<file path="config.mk">
export PLATFORM = sky130hd
export DESIGN_NAME = rsr_ctrl
export DESIGN_NICKNAME = d
export VERILOG_FILES = /design/src/rtl/rsr_pkg.sv /design/src/rtl/rsr_sync.sv /design/src/rtl/rsr_ctrl.sv
export VERILOG_INCLUDE_DIRS = /design/src /design/src/rtl
export SDC_FILE = /design/constraint.sdc
export NUM_CORES = 1
export LEC_CHECK = 0
export ABC_AREA = 1
export BUFFER_PORTS_ARGS = -buffer_cell sky130_fd_sc_hd__buf_2
export CORE_UTILIZATION = 55
export CTS_CLUSTER_DIAMETER = 120
export DETAILED_ROUTE_END_ITERATION = 7
export PLACE_DENSITY = 0.81
export SLEW_MARGIN = 20
export SYNTH_ARGS = -nofsm -noshare
export SYNTH_HDL_FRONTEND = slang
export SYNTH_HIERARCHICAL = 1
export SYNTH_SLANG_ARGS = --single-unit
export TNS_END_PERCENT = 10
</file>
<file path="constraint.sdc">
create_clock -name SYS_CLK -period 8.7 [get_ports SYS_CLK]
set_clock_uncertainty 0.05 [all_clocks]
set_input_delay 0.435 -clock SYS_CLK [delete_from_list [all_inputs] [get_ports SYS_CLK]]
set_output_delay 0.435 -clock SYS_CLK [all_outputs]
set_load 0.02 [all_outputs]
</file>
<file path="src/rtl/rsr_defs.svh">
// Constants of the run, stop and reset control block
// What this block does
// - A trip blocks restart until reset
// - Accepted reset clears trip, message and lamp
// - Warnings clear themselves when condition goes
// - Manual recovery output while manual trip active
// - Level mode: held run starts at reset
// - Autoreset only while reset level held
// - Attempts counted; at maximum stay tripped
// - Retry exhausted output at attempt maximum
// - Autoreset enable and delay per category
// - Undervoltage trip while running: delay starts when fault clears
// - No autoreset under keypad or bus control
// - Reset input rising edge resets a trip
// - Inputs default to edge control
// - Edge mode: fresh run edge after reset
// - Edge mode: run edges only start
// - Edges need enable and stop high; last wins
// - Enable low blocks run, motor coasts
// - Unassigned enable counts as active
// - Stop input low stops the motor
// - Level mode: input active while held high
// - Level mode: both runs active means stop
// - Keypad, input or virtual reset; keypad and input default
`ifndef RSR_DEFS_SVH
`define RSR_DEFS_SVH

`define RSR_CLK_NS       10
`define RSR_CLK_DIV      10
`define RSR_TICK_NS      1000000
`define RSR_TICK_CYCLES  (`RSR_TICK_NS * `RSR_CLK_DIV / `RSR_CLK_NS / `RSR_CLK_DIV * 1)

`define RSR_OFF_CTRL     8'h00
`define RSR_OFF_AR_ENA   8'h04
`define RSR_OFF_AR_MAX   8'h08
`define RSR_OFF_CMD      8'h0c
`define RSR_OFF_STATUS   8'h10
`define RSR_OFF_DLY0     8'h14
`define RSR_LAST_WORD    6'h09
`define RSR_DLY_BASE_IDX 4'h5

`define RSR_CTRL_RESET   8'h1c
`define RSR_AR_ENA_RESET 5'h00
`define RSR_AR_MAX_RESET 4'h0
`define RSR_DLY_RESET    16'h0000

`define RSR_SRC_REMOTE   2'h0
`define RSR_SRC_KEYPAD   2'h1
`define RSR_SRC_BUS      2'h2

`define RSR_CAT_MAINS    4
`define RSR_CMD_RST_BIT  2

`endif

</file>
<file path="src/rtl/rsr_pkg.sv">
// Types of the run, stop and reset control block
package rsr_pkg;

    typedef enum logic [1:0] {RSR_IDLE, RSR_RUN, RSR_TRIP} rsr_phase_t;

    typedef struct packed {
        logic fwd;
        logic rev;
        logic stop;
        logic enable;
        logic rst;
    } rsr_pins_t;

    typedef struct packed {
        rsr_pins_t s1;
        rsr_pins_t s2;
    } rsr_sync_t;

    typedef struct packed {
        logic [1:0] src;
        logic       rst_vio;
        logic       rst_din;
        logic       rst_key;
        logic       stop_asg;
        logic       ena_asg;
        logic       level;
    } rsr_ctrl_t;

    typedef struct packed {
        logic run;
        logic dir_rev;
        logic coast;
        logic lamp;
        logic msg;
        logic warn;
        logic pend;
        logic exh;
    } rsr_outs_t;

endpackage

</file>
<file path="src/rtl/rsr_sync.sv">
// Two-stage synchroniser for the control input pins
`timescale 1ns/100ps
`default_nettype none

module rsr_sync (
    input  wire logic              clk,
    input  wire logic              rst,
    input  wire rsr_pkg::rsr_pins_t pins_in,
    output      rsr_pkg::rsr_pins_t pins_out
);

    rsr_pkg::rsr_sync_t st_reg;
    rsr_pkg::rsr_sync_t st_next;

    always_comb begin
        st_next    = st_reg;
        st_next.s1 = pins_in;
        st_next.s2 = st_reg.s1;
    end

    always_ff @(posedge clk or posedge rst) begin
        if (rst) begin
            st_reg <= '0;
        end else begin
            st_reg <= st_next;
        end
    end

    assign pins_out = st_reg.s2;

endmodule

`default_nettype wire

</file>
<file path="src/rtl/rsr_ctrl.sv">
// Run, stop and reset qualification with trip recovery and APB registers
`timescale 1ns/100ps
`default_nettype none
`include "rsr_defs.svh"

module rsr_ctrl #(
    parameter int unsigned TICK_CYCLES = `RSR_TICK_CYCLES
) (
    input  wire logic        SYS_CLK,
    input  wire logic        RST,
    input  wire logic        PSEL,
    input  wire logic        PENABLE,
    input  wire logic        PWRITE,
    input  wire logic [7:0]  PADDR,
    input  wire logic [31:0] PWDATA,
    output logic [31:0]      PRDATA,
    output logic             PREADY,
    output logic             PSLVERR,
    input  wire logic        FORWARD_RUN_INPUT,
    input  wire logic        REVERSE_RUN_INPUT,
    input  wire logic        STOP_INPUT,
    input  wire logic        ENABLE_INPUT,
    input  wire logic        FOURTH_DIGITAL_INPUT,
    input  wire logic        VIO_RESET,
    input  wire logic        KEY_RESET,
    input  wire logic [4:0]  FAULT_IN,
    input  wire logic        WARN_IN,
    output logic             RUN_OUT,
    output logic             DIR_REV_OUT,
    output logic             COAST_OUT,
    output logic             TRIP_LAMP_OUT,
    output logic             ALARM_MSG_OUT,
    output logic             WARN_OUT,
    output logic             MANUAL_RECOVERY_PENDING_OUT,
    output logic             RETRY_EXHAUSTED_OUT
);

    typedef struct packed {
        rsr_pkg::rsr_phase_t  phase;
        rsr_pkg::rsr_pins_t   prev;
        logic                 vio_prev;
        logic [4:0]           cats;
        logic                 run_at_trip;
        logic [3:0]           attempts;
        logic                 dly_on;
        logic [15:0]          dly_cnt;
        logic [16:0]          tick_cnt;
        rsr_pkg::rsr_ctrl_t   ctrl;
        logic [4:0]           ar_ena;
        logic [3:0]           ar_max;
        logic [1:0]           bus_run;
        logic                 bus_rst;
        logic [4:0][15:0]     dly;
        logic                 pready;
        logic                 pslverr;
        logic [31:0]          prdata;
        rsr_pkg::rsr_outs_t   outs;
    } rsr_state_t;

    rsr_state_t         st_reg;
    rsr_state_t         st_next;
    rsr_pkg::rsr_pins_t s;
    rsr_pkg::rsr_pins_t rise;
    logic               enable_ok;
    logic               stop_ok;
    logic               remote;
    logic               man_rst;
    logic               ar_ok;
    logic               cond_clear;
    logic [15:0]        dly_sel;
    logic               acc;
    logic [3:0]         dly_idx;

    function automatic logic addr_ok(input logic [7:0] a);
        addr_ok = (a[1:0] == 2'h0) && (a[7:2] <= `RSR_LAST_WORD);
    endfunction

    // Longest delay of all latched categories wins
    function automatic logic [15:0] max_delay(input logic [4:0] c,
                                              input logic [4:0][15:0] d);
        logic [15:0] m;
        m = 16'h0000;
        for (int i = 0; i < 5; i++) begin
            if (c[i] && d[i] > m) begin
                m = d[i];
            end
        end
        max_delay = m;
    endfunction

    rsr_sync u_sync (
        .clk      (SYS_CLK),
        .rst      (RST),
        .pins_in  ('{fwd: FORWARD_RUN_INPUT, rev: REVERSE_RUN_INPUT, stop: STOP_INPUT,
                     enable: ENABLE_INPUT, rst: FOURTH_DIGITAL_INPUT}),
        .pins_out (s)
    );

    always_comb begin
        rise       = s & ~st_reg.prev;
        enable_ok  = ~st_reg.ctrl.ena_asg | s.enable;
        stop_ok    = ~st_reg.ctrl.stop_asg | s.stop;
        remote     = st_reg.ctrl.src == `RSR_SRC_REMOTE;
        cond_clear = ~|(FAULT_IN & st_reg.cats);
        dly_sel    = max_delay(st_reg.cats, st_reg.dly);
        acc        = PSEL & PENABLE & st_reg.pready;
        dly_idx    = 4'(PADDR[5:2] - `RSR_DLY_BASE_IDX);
        // Any configured reset source; keypad enabled out of reset
        man_rst    = (KEY_RESET & st_reg.ctrl.rst_key)
                   | (rise.rst & st_reg.ctrl.rst_din)
                   | (VIO_RESET & ~st_reg.vio_prev & st_reg.ctrl.rst_vio)
                   | (st_reg.bus_rst & st_reg.ctrl.src == `RSR_SRC_BUS);
        // Autoreset needs remote control, held reset level, all latched categories
        // enabled and attempts left
        ar_ok      = remote
                   & ((st_reg.ctrl.rst_din & s.rst) | (st_reg.ctrl.rst_vio & VIO_RESET))
                   & (&(st_reg.ar_ena | ~st_reg.cats))
                   & (st_reg.attempts < st_reg.ar_max);
    end

    always_comb begin
        st_next          = st_reg;
        st_next.prev     = s;
        st_next.vio_prev = VIO_RESET;
        st_next.bus_rst  = 1'b0;

        // APB slave: one wait state, ready from a flop
        st_next.pready  = PSEL & PENABLE & ~st_reg.pready;
        st_next.pslverr = PSEL & PENABLE & ~st_reg.pready & ~addr_ok(PADDR);
        st_next.prdata  = 32'h00000000;
        if (PSEL && PENABLE && !st_reg.pready && !PWRITE && addr_ok(PADDR)) begin
            case (PADDR)
                `RSR_OFF_CTRL:   st_next.prdata = {24'h000000, st_reg.ctrl};
                `RSR_OFF_AR_ENA: st_next.prdata = {27'h0000000, st_reg.ar_ena};
                `RSR_OFF_AR_MAX: st_next.prdata = {28'h0000000, st_reg.ar_max};
                `RSR_OFF_CMD:    st_next.prdata = {30'h00000000, st_reg.bus_run};
                `RSR_OFF_STATUS: st_next.prdata = {17'h00000, st_reg.attempts,
                                                   st_reg.cats, st_reg.phase,
                                                   st_reg.outs.exh, st_reg.outs.pend,
                                                   st_reg.outs.warn, st_reg.outs.dir_rev};
                default:         st_next.prdata = {16'h0000, st_reg.dly[dly_idx[2:0]]};
            endcase
        end
        if (acc && PWRITE && addr_ok(PADDR)) begin
            case (PADDR)
                `RSR_OFF_CTRL:   st_next.ctrl    = PWDATA[7:0];
                `RSR_OFF_AR_ENA: st_next.ar_ena  = PWDATA[4:0];
                `RSR_OFF_AR_MAX: st_next.ar_max  = PWDATA[3:0];
                `RSR_OFF_CMD: begin
                    st_next.bus_run = PWDATA[1:0];
                    st_next.bus_rst = PWDATA[`RSR_CMD_RST_BIT];
                end
                `RSR_OFF_STATUS: st_next.ctrl    = st_reg.ctrl;
                default:         st_next.dly[dly_idx[2:0]] = PWDATA[15:0];
            endcase
        end

        case (st_reg.phase)
            rsr_pkg::RSR_TRIP: begin
                st_next.cats = st_reg.cats | FAULT_IN;
                if (man_rst) begin
                    // Leave trip; run needs a new qualification next cycle
                    st_next.phase    = rsr_pkg::RSR_IDLE;
                    st_next.cats     = 5'h00;
                    st_next.attempts = 4'h0;
                    st_next.dly_on   = 1'b0;
                end else if (!ar_ok) begin
                    st_next.dly_on   = 1'b0;
                    st_next.dly_cnt  = 16'h0000;
                    st_next.tick_cnt = 17'h00000;
                end else if (!st_reg.dly_on) begin
                    // Undervoltage while running waits for the fault to go
                    if (cond_clear || !(st_reg.cats[`RSR_CAT_MAINS] && st_reg.run_at_trip)) begin
                        st_next.dly_on = 1'b1;
                    end
                end else if (st_reg.dly_cnt >= dly_sel && cond_clear) begin
                    st_next.phase    = rsr_pkg::RSR_IDLE;
                    st_next.cats     = 5'h00;
                    st_next.attempts = 4'(st_reg.attempts + 4'h1);
                    st_next.dly_on   = 1'b0;
                end else if (st_reg.tick_cnt == 17'(TICK_CYCLES - 1)) begin
                    st_next.tick_cnt = 17'h00000;
                    if (st_reg.dly_cnt != 16'hffff) begin
                        st_next.dly_cnt = 16'(st_reg.dly_cnt + 16'h0001);
                    end
                end else begin
                    st_next.tick_cnt = 17'(st_reg.tick_cnt + 17'h00001);
                end
            end
            rsr_pkg::RSR_IDLE, rsr_pkg::RSR_RUN: begin
                if (|FAULT_IN) begin
                    st_next.phase       = rsr_pkg::RSR_TRIP;
                    st_next.cats        = FAULT_IN;
                    st_next.run_at_trip = st_reg.phase == rsr_pkg::RSR_RUN;
                    st_next.dly_on      = 1'b0;
                    st_next.dly_cnt     = 16'h0000;
                    st_next.tick_cnt    = 17'h00000;
                end else if (!enable_ok || !stop_ok) begin
                    st_next.phase = rsr_pkg::RSR_IDLE;
                end else if (!remote) begin
                    // Keypad or bus run levels, both means stop
                    st_next.phase   = (^st_reg.bus_run) ? rsr_pkg::RSR_RUN : rsr_pkg::RSR_IDLE;
                    st_next.outs.dir_rev = st_reg.bus_run[1];
                end else if (st_reg.ctrl.level) begin
                    st_next.phase   = (s.fwd ^ s.rev) ? rsr_pkg::RSR_RUN
                                                     : rsr_pkg::RSR_IDLE;
                    st_next.outs.dir_rev = s.rev;
                end else if (rise.rev) begin
                    // Edges only start; the newest edge sets direction
                    st_next.phase   = rsr_pkg::RSR_RUN;
                    st_next.outs.dir_rev = 1'b1;
                end else if (rise.fwd) begin
                    st_next.phase   = rsr_pkg::RSR_RUN;
                    st_next.outs.dir_rev = 1'b0;
                end
            end
            default: st_next.phase = rsr_pkg::RSR_IDLE;
        endcase
        if (st_next.phase != rsr_pkg::RSR_TRIP) begin
            st_next.dly_cnt  = 16'h0000;
            st_next.tick_cnt = 17'h00000;
        end

        st_next.outs.run     = st_next.phase == rsr_pkg::RSR_RUN;
        st_next.outs.coast   = ~enable_ok;
        st_next.outs.lamp    = st_next.phase == rsr_pkg::RSR_TRIP;
        st_next.outs.msg     = st_next.phase == rsr_pkg::RSR_TRIP;
        st_next.outs.warn    = WARN_IN;
        st_next.outs.pend    = st_reg.phase == rsr_pkg::RSR_TRIP && !man_rst && !ar_ok;
        st_next.outs.exh     = st_reg.ar_max != 4'h0 && st_next.attempts >= st_reg.ar_max;
    end

    always_ff @(posedge SYS_CLK or posedge RST) begin
        if (RST) begin
            st_reg        <= '0;
            st_reg.ctrl   <= `RSR_CTRL_RESET;
            st_reg.ar_ena <= `RSR_AR_ENA_RESET;
            st_reg.ar_max <= `RSR_AR_MAX_RESET;
            st_reg.dly    <= {5{`RSR_DLY_RESET}};
        end else begin
            st_reg <= st_next;
        end
    end

    assign PRDATA                      = st_reg.prdata;
    assign PREADY                      = st_reg.pready;
    assign PSLVERR                     = st_reg.pslverr;
    assign RUN_OUT                     = st_reg.outs.run;
    assign DIR_REV_OUT                 = st_reg.outs.dir_rev;
    assign COAST_OUT                   = st_reg.outs.coast;
    assign TRIP_LAMP_OUT               = st_reg.outs.lamp;
    assign ALARM_MSG_OUT               = st_reg.outs.msg;
    assign WARN_OUT                    = st_reg.outs.warn;
    assign MANUAL_RECOVERY_PENDING_OUT = st_reg.outs.pend;
    assign RETRY_EXHAUSTED_OUT         = st_reg.outs.exh;
endmodule

`default_nettype wire

</file>
==> qor.log <==
INFO  status         outcome=complete, but fails checks
INFO  status         failed_checks=DRC, setup timing
INFO  worst_setup_path slowest_stage=dfrtp_1
INFO  worst_setup_path critical-path-max-stage-delay=0.42ns
INFO  routing        sum_of_routed_wire_segments_on_met1=15900um
INFO  worst_setup_path setup.worst_path.start_class=register
INFO  global_routing pin_count_of_the_biggest_net_entering_global_routing=102
INFO  timing         setup_repair_after_global_routing_missed_its_margin=true
INFO  die            design.core.area=21000um^2
INFO  power_and_ir_drop finalPower=3690uW
INFO  synthesis      postSynth.topFlopCell=dfrtp_1
INFO  power_and_ir_drop pwr_density_cell=229nW/um^2
INFO  die            std_cell_rows=53
INFO  worst_setup_path setup.worst_path.end_class=register
INFO  hold_path      min-delay-start=STOP_INPUT
INFO  timing         slew_violations=0
INFO  synthesis      synth_common_cells=358 x nand2_1, 203 x o21ai_0, 192 x inv_1, 182 x dfrtp_1, 106 x nor2_1
INFO  placed_design  port_buffers=67
INFO  global_routing grt_overflow_total=0
INFO  routing        wl_per_cell=21.5um
INFO  clocking       clock_path_buffers=2
INFO  synthesis      area_share_of_the_leading_cell_type_in_the_synthesized_netlist=38.9%
INFO  synthesis      yosys_register_bits=185
INFO  global_routing first_global_vias=11500
INFO  timing         max_slew.worst_pin.slew=1.12ns
INFO  clocking       numCtsBuffers=17
INFO  placed_design  place.gp.congestion=1.00
INFO  die            ios=100
INFO  run            drv.max_cap_violation_count=0
INFO  global_routing grt_pass1_wl=59100um
INFO  die            die_w=148um
INFO  synthesis      synthDistinctLibCells=50
INFO  timing         fin_crit_sh=119%
INFO  synthesis      synth.largest_area_cell=dfrtp_1
INFO  global_routing grt_antenna_before_repair=1
INFO  final_layout   post_route_cells_drive_above_1_share=32.1%
INFO  timing         finalWorstSetupSlack=-1.62ns
INFO  global_routing globalRouteTotalUtil=34.4%
INFO  worst_setup_path worst-setup-path-type=reg -> reg
INFO  final_layout   synthToLayoutAreaGrowth=37.7%
INFO  routing        drc=5
INFO  worst_setup_path worst_ep_arrival_time=10.61ns
INFO  die            die-area=21900um^2
INFO  die            floorplan.initialDensity=55.9%
INFO  final_layout   antenna_cells=0
INFO  clocking       cts-root-buf=clkbuf_16
INFO  routing        route.final.wire_length=45000um
INFO  synthesis      synth-async-reset-ratio=100%
INFO  synthesis      netlist_instances=1543
INFO  final_layout   fin_nets=1956
INFO  power_and_ir_drop vdd_ir_drop_max=0.000173V
INFO  routing        overall_via_count_from_detail_route=13200
INFO  synthesis      synth_most_common_cell=nand2_1
INFO  timing         timing.final.crit_period=10.32ns
INFO  synthesis      synthTopCellsByArea=dfrtp_1 39%, nand2_1 11%, ha_1 9.6%
INFO  worst_setup_path critPathMaxFanout=7
INFO  routing        routed_length_on_met2=20800um
INFO  timing         timing.max_slew.rel_slack=25.0%
INFO  final_layout   final_core_utilization=77.0%
INFO  clocking       clk_latency=0.46ns
INFO  placed_design  dp_hpwl=25300um
INFO  synthesis      synth.yosys.seq_area_share=39.5%
INFO  routing        met3_length=4950um
INFO  routing        top_signal_layer_used=met5
INFO  worst_setup_path crit_top_cell=nand2_1
INFO  routing        vias_per_cell=6.31
INFO  die            die-height=148um
INFO  routing        drt_pre_antenna_iters=8
INFO  hold_path      worst_hold_path_type=in -> reg
INFO  worst_setup_path worst-endpoint-required=8.98ns
INFO  timing         clock.fmax=0.0969GHz
INFO  routing        drt-initial-drc-count=2174
INFO  timing         finalSetupViolCount=46
INFO  synthesis      syn_area_per_cell=7.59um^2
INFO  synthesis      synth-edff-count=0
INFO  synthesis      synth_warn=6
INFO  clocking       tritoncts=done
INFO  clocking       clock_tree.htree_level_count=4
INFO  placed_design  dp_slack=-0.842ns
INFO  synthesis      mappedNetlistArea=11700um^2
INFO  routing        antenna_violating_nets_post_route=0
INFO  timing         hold_viol_final=0
INFO  power_and_ir_drop leakagePower=0.00761uW
INFO  clocking       cts_sinks=185
INFO  clocking       clk_transition_reported_paths=0.09ns
==> path summary, 6_finish.rpt <==
check | to | slack [ns] | depth (start not counted)
setup / recovery | RETRY_EXHAUSTED_OUT | -1.62 | 81
hold / removal | u_sync/st_next[2] | 0.03 | 1
setup reg to reg | RETRY_EXHAUSTED_OUT | -1.62 | 81
hold reg to reg | u_sync/pins_out[3] | 0.30 | 0
max in group asynchronous | async pin | 6.37 | 4
min in group asynchronous | u_sync/st_next[1] | 0.48 | 3
==> layer usage <==
layer	GRT usage, %	vias up
met5	0	-
met4	17.0	2
met3	4.81	315
met2	55.0	1069
met1	45.7	6178
li1	-	5658
==> layout by cell type, fill, tap and decap left out, types with 43 or more instances in the layout <==
master / instances
a21oi_1: 47
buf_4: 204
nand2_2: 43
nand2_1: 309
inv_1: 169
nor2_1: 92
buf_2: 67
ha_1: 53
nand3_1: 54
dfrtp_1: 182
o21ai_0: 165
==> worst max-delay path, delay by kind of cell (launching register included) <==
family / cells / cell delay (ns)
DFF: 1 / 0.42
adders and majority gates: 6 / 1.47
and+or+nand+nor: 43 / 4.28
buffers and inverters: 18 / 1.75
AOI/OAI and AO/OA: 14 / 2.19
==> cells by family (layout without fill, tap and decap cells) <==
family                     count (synthesis)  in the layout  synth area share [%]
AOI/OAI and AO/OA                        348            348                  16.8
xor gates and xnor gates                  11             11                 0.822
adders and majority gates                 90             90                  9.61
buffers and inverters                    273            532                  9.97
DFF                                      185            185                  39.5
muxes                                      1              1                0.0854
other                                      1             16                0.0320
and+or+nand+nor                          634            638                  23.2
==> stage by stage <==
step                hold slack, ns  cell area, um^2  instances  TNS, ns
floorplan                    0.225            11800       1558        0
global placement             0.285            13500       1998    -5.86
detailed placement           0.285            13500       1998   -16.10
CTS                         0.0314            14800       2062    -3.10
global route                0.0211            16100       2096   -67.18
finish                      0.0304            16100       2096   -50.59
==> report_power, final <==
group / internal, uW / leakage [uW] / switching, uW
combinational: 894 / 0.00482 / 1070
sequential: 869 / 0.00249 / 11.3
clock: 402 / 0.000305 / 443
==> cell type report <==
cell class | count | area (um^2)
Inverter | 193 | 736
Fill cell | 1205 | 4830
Clock buffer | 17 | 425
Timing Repair Buffer | 307 | 2420
Tap cell | 275 | 344
Multi-Input combinational cell | 1104 | 7360
Sequential cell | 185 | 4630
Clock inverter | 15 | 210
==> repair_timing <==
| item | CTS | global route |
|---|---|---|
| gates resized for setup | 125 | 193 |
| buffers inserted | 24 | 31 |
| pin swaps | 20 | 76 |
| cloned | 7 | 3 |
| endpoints found under the hold margin | 10 | 0 |
| hold buffers | 1 | 0 |
| setup endpoints to repair | 45 | 46 |
No activity file was read; power rests on OpenSTA's default activity.
